<file path="src/pqm_consts.svh">
`ifndef PQM_CONSTS_SVH
`define PQM_CONSTS_SVH

// ----------------------------------------
// register offsets
// ----------------------------------------
`define PQM_ADDR_MAP_LOW 8'h80
`define PQM_ADDR_MAP_HIGH 8'h81
`define PQM_ADDR_SPLIT 8'h82
`define PQM_ADDR_MODE 8'h90

// ----------------------------------------
// reset values and fields
// ----------------------------------------
`define PQM_RST_MAP_LOW 8'h50
`define PQM_RST_MAP_HIGH 8'hFA
`define PQM_RST_SPLIT 2'h2
`define PQM_SPLIT_LSB 6
// low six bits of the split register are read-only and keep this pattern
`define PQM_SPLIT_RSVD 6'h08
`define PQM_RST_MODE 1'h0
`define PQM_QUEUE_LOW 2'h0
`define PQM_QUEUE_HIGH 2'h3
`define PQM_TPID 16'h8100

`endif

</file>
<file path="src/pqm_pkg.sv">
package pqm_pkg;
    typedef logic [1:0] pqm_queue_t;
    typedef logic [2:0] pqm_pcp_t;
    typedef logic [7:0] pqm_byte_t;
    typedef enum logic [1:0] {
        PQM_IDLE = 2'h0,
        PQM_MAPPED = 2'h1,
        PQM_DONE = 2'h3
    } pqm_state_t;
endpackage : pqm_pkg

</file>
<file path="src/pqm_split.sv">
`timescale 1ns/100ps
`include "pqm_consts.svh"

module pqm_split (
    input wire logic [1:0] i_result,
    input wire logic [1:0] i_split,
    output logic o_high
);
    import pqm_pkg::*;
    always_comb begin
        case (i_result)
            2'h0: o_high = 1'h0;
            2'h1: o_high = i_split[0];
            2'h2: o_high = i_split[1];
            default: o_high = 1'h1;
        endcase
    end
endmodule : pqm_split

</file>
<file path="src/pqm_mapper.sv">
`timescale 1ns/100ps
`include "pqm_consts.svh"
// Behaviour
// - each of eight priority codes maps to one of four queues via 2-bit entry
// - queue 3 is highest priority, queue 0 lowest
// - low map byte holds codes 0-3 at bits 1:0..7:6, reset 0,0,1,1
// - high map byte holds codes 4-7 at bits 1:0..7:6, reset 2,2,3,3
// - in two-queue mode a 2-bit result becomes low/high via split bits 7:6
// - result 0 low, result 3 high, split bit0 for 1, bit1 for 2
// - split 00: results 0-2 low; 10 (reset): 2-3 high; 11: 1-3 high

module pqm_mapper (
    input wire logic i_clock,
    input wire logic i_resetn,
    input wire logic [7:0] i_addr,
    input wire pqm_pkg::pqm_byte_t i_wdata,
    input wire logic i_wr,
    input wire logic i_rd,
    output pqm_pkg::pqm_byte_t o_rdata,
    input wire logic i_cls_valid,
    input wire logic [15:0] i_tag_tpid,
    input wire logic [15:0] i_tag_tci,
    input wire logic i_use_tos,
    input wire logic [1:0] i_tos_result,
    output logic o_cls_valid,
    output pqm_pkg::pqm_queue_t o_queue,
    output logic o_high
);
    import pqm_pkg::*;

    // ----------------------------------------
    // state
    // ----------------------------------------
    typedef struct packed {
        pqm_byte_t map_low;
        pqm_byte_t map_high;
        logic [1:0] split;
        logic two_q;
        pqm_byte_t rdata;
        logic valid;
        pqm_queue_t queue;
        logic high;
    } pqm_regs_t;

    // one decoder serves both strobes, so a read always shows exactly
    // the register that a write to the same address would change
    typedef enum logic [2:0] {
        SEL_NONE = 3'h0,
        SEL_MAP_LOW = 3'h1,
        SEL_MAP_HIGH = 3'h2,
        SEL_SPLIT = 3'h3,
        SEL_MODE = 3'h4
    } pqm_sel_t;

    pqm_regs_t st_r;
    pqm_regs_t st_nxt;
    logic [15:0] map_all;
    pqm_pcp_t pcp;
    pqm_queue_t result;
    logic split_high;
    pqm_sel_t sel;

    function automatic pqm_queue_t entry_of(input logic [15:0] m, input pqm_pcp_t p);
        entry_of = m[{p, 1'h0} +: 2];
    endfunction : entry_of

    // ----------------------------------------
    // address decode
    // ----------------------------------------
    function automatic pqm_sel_t sel_of(input logic [7:0] a);
        if (a == `PQM_ADDR_MAP_LOW) begin
            sel_of = SEL_MAP_LOW;
        end else if (a == `PQM_ADDR_MAP_HIGH) begin
            sel_of = SEL_MAP_HIGH;
        end else if (a == `PQM_ADDR_SPLIT) begin
            sel_of = SEL_SPLIT;
        end else if (a == `PQM_ADDR_MODE) begin
            sel_of = SEL_MODE;
        end else begin
            sel_of = SEL_NONE;
        end
    endfunction : sel_of

    assign sel = sel_of(i_addr);

    assign map_all = {st_r.map_high, st_r.map_low};
    // untagged frames fall back to code 0
    assign pcp = (i_tag_tpid == `PQM_TPID) ? i_tag_tci[15:13] : 3'h0;
    assign result = i_use_tos ? i_tos_result : entry_of(map_all, pcp);

    pqm_split u_split (
        .i_result(result),
        .i_split(st_r.split),
        .o_high(split_high)
    );

    // ----------------------------------------
    // next state
    // ----------------------------------------
    always_comb begin
        st_nxt = st_r;
        st_nxt.valid = i_cls_valid;
        if (i_cls_valid) begin
            // uses registered map, so a write lands before the next frame
            st_nxt.queue = result;
            st_nxt.high = st_r.two_q ? split_high : (result == `PQM_QUEUE_HIGH);
        end
        if (i_wr) begin
            if (sel == SEL_MAP_LOW) begin
                st_nxt.map_low = i_wdata;
            end else if (sel == SEL_MAP_HIGH) begin
                st_nxt.map_high = i_wdata;
            end else if (sel == SEL_SPLIT) begin
                // value 01 is stored as written; its mapping is undefined
                // the low six bits are read-only, so a write there is dropped
                st_nxt.split = i_wdata[`PQM_SPLIT_LSB +: 2];
            end else if (sel == SEL_MODE) begin
                // local mode bit; until it is set the split field has no effect
                st_nxt.two_q = i_wdata[0];
            end
        end
        st_nxt.rdata = 8'h00;
        if (i_rd) begin
            if (sel == SEL_MAP_LOW) begin
                st_nxt.rdata = st_r.map_low;
            end else if (sel == SEL_MAP_HIGH) begin
                st_nxt.rdata = st_r.map_high;
            end else if (sel == SEL_SPLIT) begin
                st_nxt.rdata = {st_r.split, `PQM_SPLIT_RSVD};
            end else if (sel == SEL_MODE) begin
                st_nxt.rdata = {7'h00, st_r.two_q};
            end
        end
    end

    always_ff @(posedge i_clock or negedge i_resetn) begin
        if (!i_resetn) begin
            st_r.map_low <= `PQM_RST_MAP_LOW;
            st_r.map_high <= `PQM_RST_MAP_HIGH;
            st_r.split <= `PQM_RST_SPLIT;
            st_r.two_q <= `PQM_RST_MODE;
            st_r.rdata <= 8'h00;
            st_r.valid <= 1'h0;
            st_r.queue <= 2'h0;
            st_r.high <= 1'h0;
        end else begin
            st_r <= st_nxt;
        end
    end

    assign o_rdata = st_r.rdata;
    assign o_cls_valid = st_r.valid;
    assign o_queue = st_r.queue;
    assign o_high = st_r.high;

    // ----------------------------------------
    // checks
    // ----------------------------------------
    chk_queue_lookup: assert property (@(posedge i_clock) disable iff (!i_resetn)
        i_cls_valid && !i_use_tos |=> o_queue == $past(entry_of(map_all, pcp)))
        else $error("queue does not match map entry");
    chk_two_q_low: assert property (@(posedge i_clock) disable iff (!i_resetn)
        i_cls_valid && st_r.two_q && result == 2'h0 |=> !o_high)
        else $error("result 0 not low");
    chk_two_q_high: assert property (@(posedge i_clock) disable iff (!i_resetn)
        i_cls_valid && result == 2'h3 |=> o_high)
        else $error("result 3 not high");
    chk_split_mid: assert property (@(posedge i_clock) disable iff (!i_resetn)
        i_cls_valid && st_r.two_q && result == 2'h2 |=> o_high == $past(st_r.split[1]))
        else $error("result 2 split wrong");
    chk_split_one: assert property (@(posedge i_clock) disable iff (!i_resetn)
        i_cls_valid && st_r.two_q && result == 2'h1 |=> o_high == $past(st_r.split[0]))
        else $error("result 1 split wrong");
    chk_four_q_high: assert property (@(posedge i_clock) disable iff (!i_resetn)
        i_cls_valid && !st_r.two_q |=> o_high == (o_queue == 2'h3))
        else $error("four queue high flag wrong");
    chk_map_write: assert property (@(posedge i_clock) disable iff (!i_resetn)
        i_wr && i_addr == `PQM_ADDR_MAP_LOW |=> st_r.map_low == $past(i_wdata))
        else $error("low map not written");
    chk_map_high_wr: assert property (@(posedge i_clock) disable iff (!i_resetn)
        i_wr && i_addr == `PQM_ADDR_MAP_HIGH ##1 i_rd && i_addr == `PQM_ADDR_MAP_HIGH
        |=> o_rdata == $past(i_wdata, 2))
        else $error("high map readback wrong");
    chk_write_applies: assert property (@(posedge i_clock) disable iff (!i_resetn)
        i_wr && i_addr == `PQM_ADDR_MAP_LOW ##1 i_cls_valid && !i_use_tos
        && i_tag_tpid == `PQM_TPID && i_tag_tci[15:13] == 3'h0
        |=> o_queue == $past(i_wdata[1:0], 2))
        else $error("write not applied to next frame");

    // ----------------------------------------
    // register and classification checks
    // ----------------------------------------
    chk_map_low_rd: assert property (@(posedge i_clock) disable iff (!i_resetn)
        i_rd && i_addr == `PQM_ADDR_MAP_LOW |=> o_rdata == $past(st_r.map_low))
        else $error("low map readback wrong");
    chk_map_high_rd: assert property (@(posedge i_clock) disable iff (!i_resetn)
        i_rd && i_addr == `PQM_ADDR_MAP_HIGH |=> o_rdata == $past(st_r.map_high))
        else $error("high map read wrong");
    chk_split_write: assert property (@(posedge i_clock) disable iff (!i_resetn)
        i_wr && i_addr == `PQM_ADDR_SPLIT |=> st_r.split == $past(i_wdata[7:6]))
        else $error("split field not written");
    chk_split_rd: assert property (@(posedge i_clock) disable iff (!i_resetn)
        i_rd && i_addr == `PQM_ADDR_SPLIT |=> o_rdata == {$past(st_r.split), `PQM_SPLIT_RSVD})
        else $error("split register readback wrong");
    chk_tos_select: assert property (@(posedge i_clock) disable iff (!i_resetn)
        i_cls_valid && i_use_tos |=> o_queue == $past(i_tos_result))
        else $error("tos result not taken");
    chk_split_zero: assert property (@(posedge i_clock) disable iff (!i_resetn)
        i_cls_valid && st_r.two_q && st_r.split == 2'h0 && result != 2'h3 |=> !o_high)
        else $error("split 00 gave high below result 3");
    chk_split_two: assert property (@(posedge i_clock) disable iff (!i_resetn)
        i_cls_valid && st_r.two_q && st_r.split == 2'h2 |=> o_high == ($past(result) >= 2'h2))
        else $error("split 10 grouping wrong");
    chk_split_three: assert property (@(posedge i_clock) disable iff (!i_resetn)
        i_cls_valid && st_r.two_q && st_r.split == 2'h3 && result != 2'h0 |=> o_high)
        else $error("split 11 gave low above result 0");
    chk_untagged_code: assert property (@(posedge i_clock) disable iff (!i_resetn)
        i_cls_valid && !i_use_tos && i_tag_tpid != `PQM_TPID
        |=> o_queue == $past(st_r.map_low[1:0]))
        else $error("untagged frame not on code 0");
    chk_valid_pulse: assert property (@(posedge i_clock) disable iff (!i_resetn)
        i_cls_valid |=> o_cls_valid)
        else $error("classify answer missing");
    chk_queue_holds: assert property (@(posedge i_clock) disable iff (!i_resetn)
        !i_cls_valid |=> !o_cls_valid && $stable(o_queue) && $stable(o_high))
        else $error("idle cycle changed the result");
endmodule : pqm_mapper

</file>
<file path="config.mk">
export PLATFORM = sky130hd
export DESIGN_NAME = pqm_mapper
export DESIGN_NICKNAME = d
export VERILOG_FILES = /design/src/pqm_pkg.sv /design/src/pqm_split.sv /design/src/pqm_mapper.sv
export VERILOG_INCLUDE_DIRS = /design/src
export SDC_FILE = /design/constraint.sdc
export NUM_CORES = 1
export LEC_CHECK = 0
export ABC_AREA = 1
export BUFFER_PORTS_ARGS = -buffer_cell sky130_fd_sc_hd__buf_4
export CAP_MARGIN = 10
export CORE_MARGIN = 2
export CORE_UTILIZATION = 44
export CTS_CLUSTER_DIAMETER = 30
export DETAILED_ROUTE_END_ITERATION = 6
export PLACE_DENSITY = 0.73
export SLEW_MARGIN = 20
export SYNTH_ARGS = -nofsm -noshare
export SYNTH_HDL_FRONTEND = slang
export SYNTH_HIERARCHICAL = 1
export SYNTH_SLANG_ARGS = --single-unit
</file>
<file path="constraint.sdc">
create_clock -name i_clock -period 1.45 [get_ports i_clock]
set_clock_uncertainty 0.05 [all_clocks]
set_input_delay 0.29 -clock i_clock [delete_from_list [all_inputs] [get_ports i_clock]]
set_output_delay 0.29 -clock i_clock [all_outputs]
set_load 0.01 [all_outputs]
</file>
Word level (Yosys, flattened, before mapping):

Index checks and enable logic that the tools add are counted.

* multiplexer cells: 13
* reductions and logical operators: 5
* equal/unequal tests: 12
* shift-type cells: 1
* bitwise logic cells: 3

Operators by type and width (number)
* equality test 8 bit, second input constant: 4
* 2-to-1 mux 8 bit: 4
* equality test 16 bit, second input constant: 1
* variable part select 16 x 5 -> 2 bit: 1
* 2-to-1 mux 3 bit: 5
* equality test 3 x 2 -> 1 bit, second input constant: 2
* AND reduction 5 bit: 1
* equality test 2 bit, second input constant: 2
* AND reduction 4 bit: 1
* equality test 3 x 1 -> 1 bit, second input constant: 1
* equality test 3 bit, second input constant: 1
* inverter 1 bit: 3
* one-hot mux 1 bit (3 select lines): 1
* AND reduction 3 bit: 1
* equality test 2 x 1 -> 1 bit, second input constant: 1
* logical NOT 2 bit: 1
* 2-to-1 mux 1 bit: 2
* 2-to-1 mux 2 bit: 1
* AND reduction 2 bit: 1

* logic and storage cells: 42
* output and inout bits: 12
* register bits after elaboration: 31
* bits of input ports: 56

Depth between registers and ports, before layout:

* word-level depth: 11
* gate-level depth with buffers: 17
* gate-level depth less buffers: 17

Hierarchy:

Netlist, hierarchy kept.

Modules (own cells, without submodules)
* pqm_mapper: instances 1, cells an instance 229, area an instance 1815.5 sq um
* pqm_split: instances 1, cells an instance 4, area an instance 16.3 sq um

Least setup slack after synthesis:

No wires, ideal clock.

* path kind: input-to-reg
* from: in i_tag_tpid[7]
* to: reg st_r (netlist bit o_high)
* stages: 15
* slack: -0.190 ns
* path buffers: 0
* required time: 1.335 ns
* arrival time: 1.525 ns
* path through: nor2_1 nand2_2 nor2_8 nand3_4 nor2_2 nand2_1 nand3_1 nand3_2 nand2_2 nand2_1 a21oi_1 nor2_1 nor2_1 nand2_1 nand2_1

* cells in the longest elaborated chain, start to end: 7
* elaborated cells between the ends (all ways): 10

RTL lines
* start, declared: RTL line pqm_mapper.sv:21 `input wire logic [15:0] i_tag_tpid,`
* equality test 16 bit (no line) (*)
* 2-to-1 mux 3 bit (*): RTL line pqm_mapper.sv:88 `` assign pcp = (i_tag_tpid == `PQM_TPID) ? i_tag_tci[15:13] : 3'h0; ``
* variable part select 16 x 5 -> 2 bit (*): RTL line pqm_mapper.sv:64 `entry_of = m[{p, 1'h0} +: 2];`
* 2-to-1 mux 2 bit (*): RTL line pqm_mapper.sv:89 `assign result = i_use_tos ? i_tos_result : entry_of(map_all, pcp);`
* via result[1]: RTL line pqm_mapper.sv:59 `pqm_queue_t result;`
* equality test 2 bit, or another cell as far along: RTL line pqm_split.sv:11 `case (i_result)`
* one-hot mux 1 bit (3 select lines) (*): RTL line pqm_split.sv:11
* via split_high: RTL line pqm_mapper.sv:60 `logic split_high;`
* 2-to-1 mux 1 bit (*): RTL line pqm_mapper.sv:106 `` st_nxt.high = st_r.two_q ? split_high : (result == `PQM_QUEUE_HIGH); ``
* end signal, assigned: RTL line pqm_mapper.sv:147 `st_r <= st_nxt;`
* end, declared: RTL line pqm_mapper.sv:55 `pqm_regs_t st_r;`

The timed path passes the listed nets; every way through them passes the cells marked *.
A chain may end at the register's enable or synchronous reset.

Worst setup path in the final report:

* from: in i_tag_tpid[13]
* to: reg st_r (netlist bit o_high)

Same word-level chain as after synthesis.

==> results.md <==
* Fin crit period at 1.639 ns
* Power density over the cells at 823.5 nW/µm²
* Sw power at 0.5339 mW
* Fraction of layout cells with a size suffix above 1 at 0.4434
* GRT Util Overall at 0.2149
* Sink Count at 31
* Worst slew margin at 0.7426
* Worst-margin pin slew at 0.3862 ns
* Status: finished, violations left
* IO buf count at 54
* Max-cap violations at 0
* Final #Nets at 364
* Sw frac at 0.2451
* CTS root buf: clkbuf_8
* Worst reg2reg setup slack at -0.15 ns
* Initial Util at 0.4579
* Largest net degree at the start of global routing at 32
* Row cnt at 23
* N_diodes at 0
* Setup CP Type: in -> reg
* Post-DRT Antenna Nets at 0
* First-pass GRT wire length at 7286 µm
* Dpl hpwl at 3252 µm
* Reg power frac at 0.433
* Setup ws final at -0.1894 ns
* R2r startpoint: map_all[11]
* Synthesized flop and latch total at 31
* Clock power share at 0.410
* Hold path depth at 1
* Die Span X at 68.52 µm
* Grt ovf at 0
* R2R cell count at 12
* Clock-pin slew on the worst setup and hold paths at 0.06 ns
* 1st-iter DRT viols at 94
* Antenna violations before repair at 0
* Post-route insts no fill at 359
* Most frequent cells in the layout: buf_4 (76), nand2_1 (52), inv_1 (24), nor2_1 (24), dfrtp_1 (22)
* Via count at 1,814
* Post-Route WL at 4571 µm
* Fill count at 336
* Leakage at 1.362 nW
* Reg2reg end: o_high
* Area grow syn2layout at 44.40%
* CP max FO at 4
* RSZ-0062 raised after global routing: yes
* Worst Hold Launch: i_cls_valid
* Placer Congestion at 0.8387
* I/O pin cnt at 68
* DP Cell Count at 342
* Die H at 68.52 µm
* Avg Cell Area, Syn at 7.862 µm²
* Post-synth cell types at 29
* Worst hold path type: in -> reg
* Endpoints failing setup at 1
* Remaining DRCs at 0
* Clk Latency, worst-skew pair at 0.28 ns
* Syn. warnings at 6
* Hold Slack at 0.1126 ns
* Crit end category: register
* Pint at 1.644 mW
* Die area at 4695 µm²
* Synth top area share at 0.3005
* Fmax at 0.6100 GHz
* H-tree depth at 2
* Synth area leaders: dfrtp_1 (30%), dfstp_2 (13%), nand2_1 (11%)
* Vias in the first global route at 1,618
* Cts bufs inserted at 5
* Area of the mapped netlist at 1832 µm²
* Most common library cell in the layout ignoring fill and taps: buf_4
* Final worst-path cycle share at 1.131
* Post-Syn Nets at 289
* Drt first pass iters at 4
* Register area share after synthesis at 0.4296
* CP required at 1.57 ns
* Crit path DAT at 1.76 ns
* Vias per cell at 5.053
* CTS tree: done
* Failing checks: negative setup slack
* Pins Over Slew Limit at 0
* Gate Count Post-Synth at 233
* Core Region at 4000 µm²
* Hold Path End: o_cls_valid
* Clock Path Buffers at 2
* Worst vdd ir at 0.0005275 V
* Final Hold Vio Count at 0
* Comb pwr share at 0.156
* Routed WL per cell at 12.73 µm
* Most area-hungry cell type in the Yosys netlist: dfrtp_1
* Critical Path Start Type: primary input
synth_stat cells, drive strengths merged:
cell    count
mux2        6
dfrtp      22
o21a        2
nand4       8
buf        12
o21ai       8
nand3      14
or2         1
nand2      60
clkinv      1
a221oi      1
inv        29
nor3        2
dfstp       9
a21oi      11
nor2       41
nor4        1
clkbuf      1
a31oi       4
worst max-delay path by stage:
| stage | from | end | slack, ns |
|---|---|---|---|
| after CTS | i_tag_tpid[5] | o_high | -0.13 |
| after floorplan | i_tag_tpid[13] | o_high | -0.18 |
| after global routing | i_tag_tpid[4] | o_high | -0.28 |
| final | i_tag_tpid[13] | o_high | -0.19 |
| after detailed placement | i_tag_tpid[13] | o_high | -0.43 |
| after global placement | i_tag_tpid[13] | o_high | -0.38 |
registers in the layout, summed over array words and instances (netlist names):
register,cells
o_high,1
o_queue,2
o_cls_valid,1
o_rdata,8
map_all,16
st_r,3
layer usage:
layer | up-vias | GRT usage | share of wire
li1 | 889 | - | -
met2 | 58 | 0.3498 | 0.49
met1 | 858 | 0.2832 | 0.44
met3 | 9 | 0.04058 | 0.049
met4 | 0 | 0.08000 | 0.021
met5 | - | 0 | 0
repair_timing:
| item | CTS | global route |
|---|---|---|
| buffers inserted | 5 | 1 |
| pin swaps | 12 | 19 |
| endpoints found under the setup margin | 1 | 3 |
| gates cloned | 2 | 0 |
| hold endpoints to repair | 22 | 0 |
| hold buffers | 1 | 0 |
| resized for setup | 6 | 21 |
cell type report:
cell class / instances / area [µm²] / area share
Tap cell: 50 / 62.56 / 0.02365
Inverter: 30 / 112.6 / 0.04257
Multi-Input combinational cell: 161 / 962.2 / 0.3638
Sequential cell: 31 / 787.0 / 0.2975
Timing Repair Buffer: 79 / 603.1 / 0.2280
Clock inverter: 2 / 35.03 / 0.01325
Clock buffer: 6 / 82.58 / 0.03122
through the flow:
stage	util	total power, mW	setup WS, ns	setup TNS, ns	instance area (µm²)
after floorplan	-	1.076	-0.1815	-0.1902	1837
after global placement	0.5852	1.252	-0.3801	-1.835	2341
after detailed placement	0.5852	1.258	-0.4252	-2.125	2341
after CTS	0.6368	2.162	-0.1260	-0.1260	2547
after global routing	0.6612	2.266	-0.2823	-0.3222	2645
final	0.6612	2.178	-0.1894	-0.1894	2645
critical path: stages:
cell,delay [ns]
buf_4,0.12
nor2_4,0.11
nand2_4,0.08
buf_4,0.15
nor2_4,0.13
nand4_1,0.12
nand2_1,0.12
nand3_2,0.08
nand3_2,0.08
nand2_2,0.08
nor2_2,0.12
a21oi_2,0.04
nor2_1,0.10
nor2_1,0.05
nand2_1,0.05
nand2_1,0.05
power groups by stage:
stage / clock [mW] / sequential [mW] / combinational (mW)
floorplan: 0 / 0.953 / 0.123
global placement: 0 / 0.957 / 0.295
detailed placement: 0 / 0.959 / 0.299
CTS: 0.901 / 0.944 / 0.317
global route: 0.940 / 0.949 / 0.377
finish: 0.894 / 0.944 / 0.340
cells by family after synthesis:
kind of cell | synth area share
compound gates | 0.07854
buf+inv | 0.1154
flops | 0.4296
mux | 0.03688
simple gates | 0.3395
Note: power is estimated with default switching activity, not from simulation.
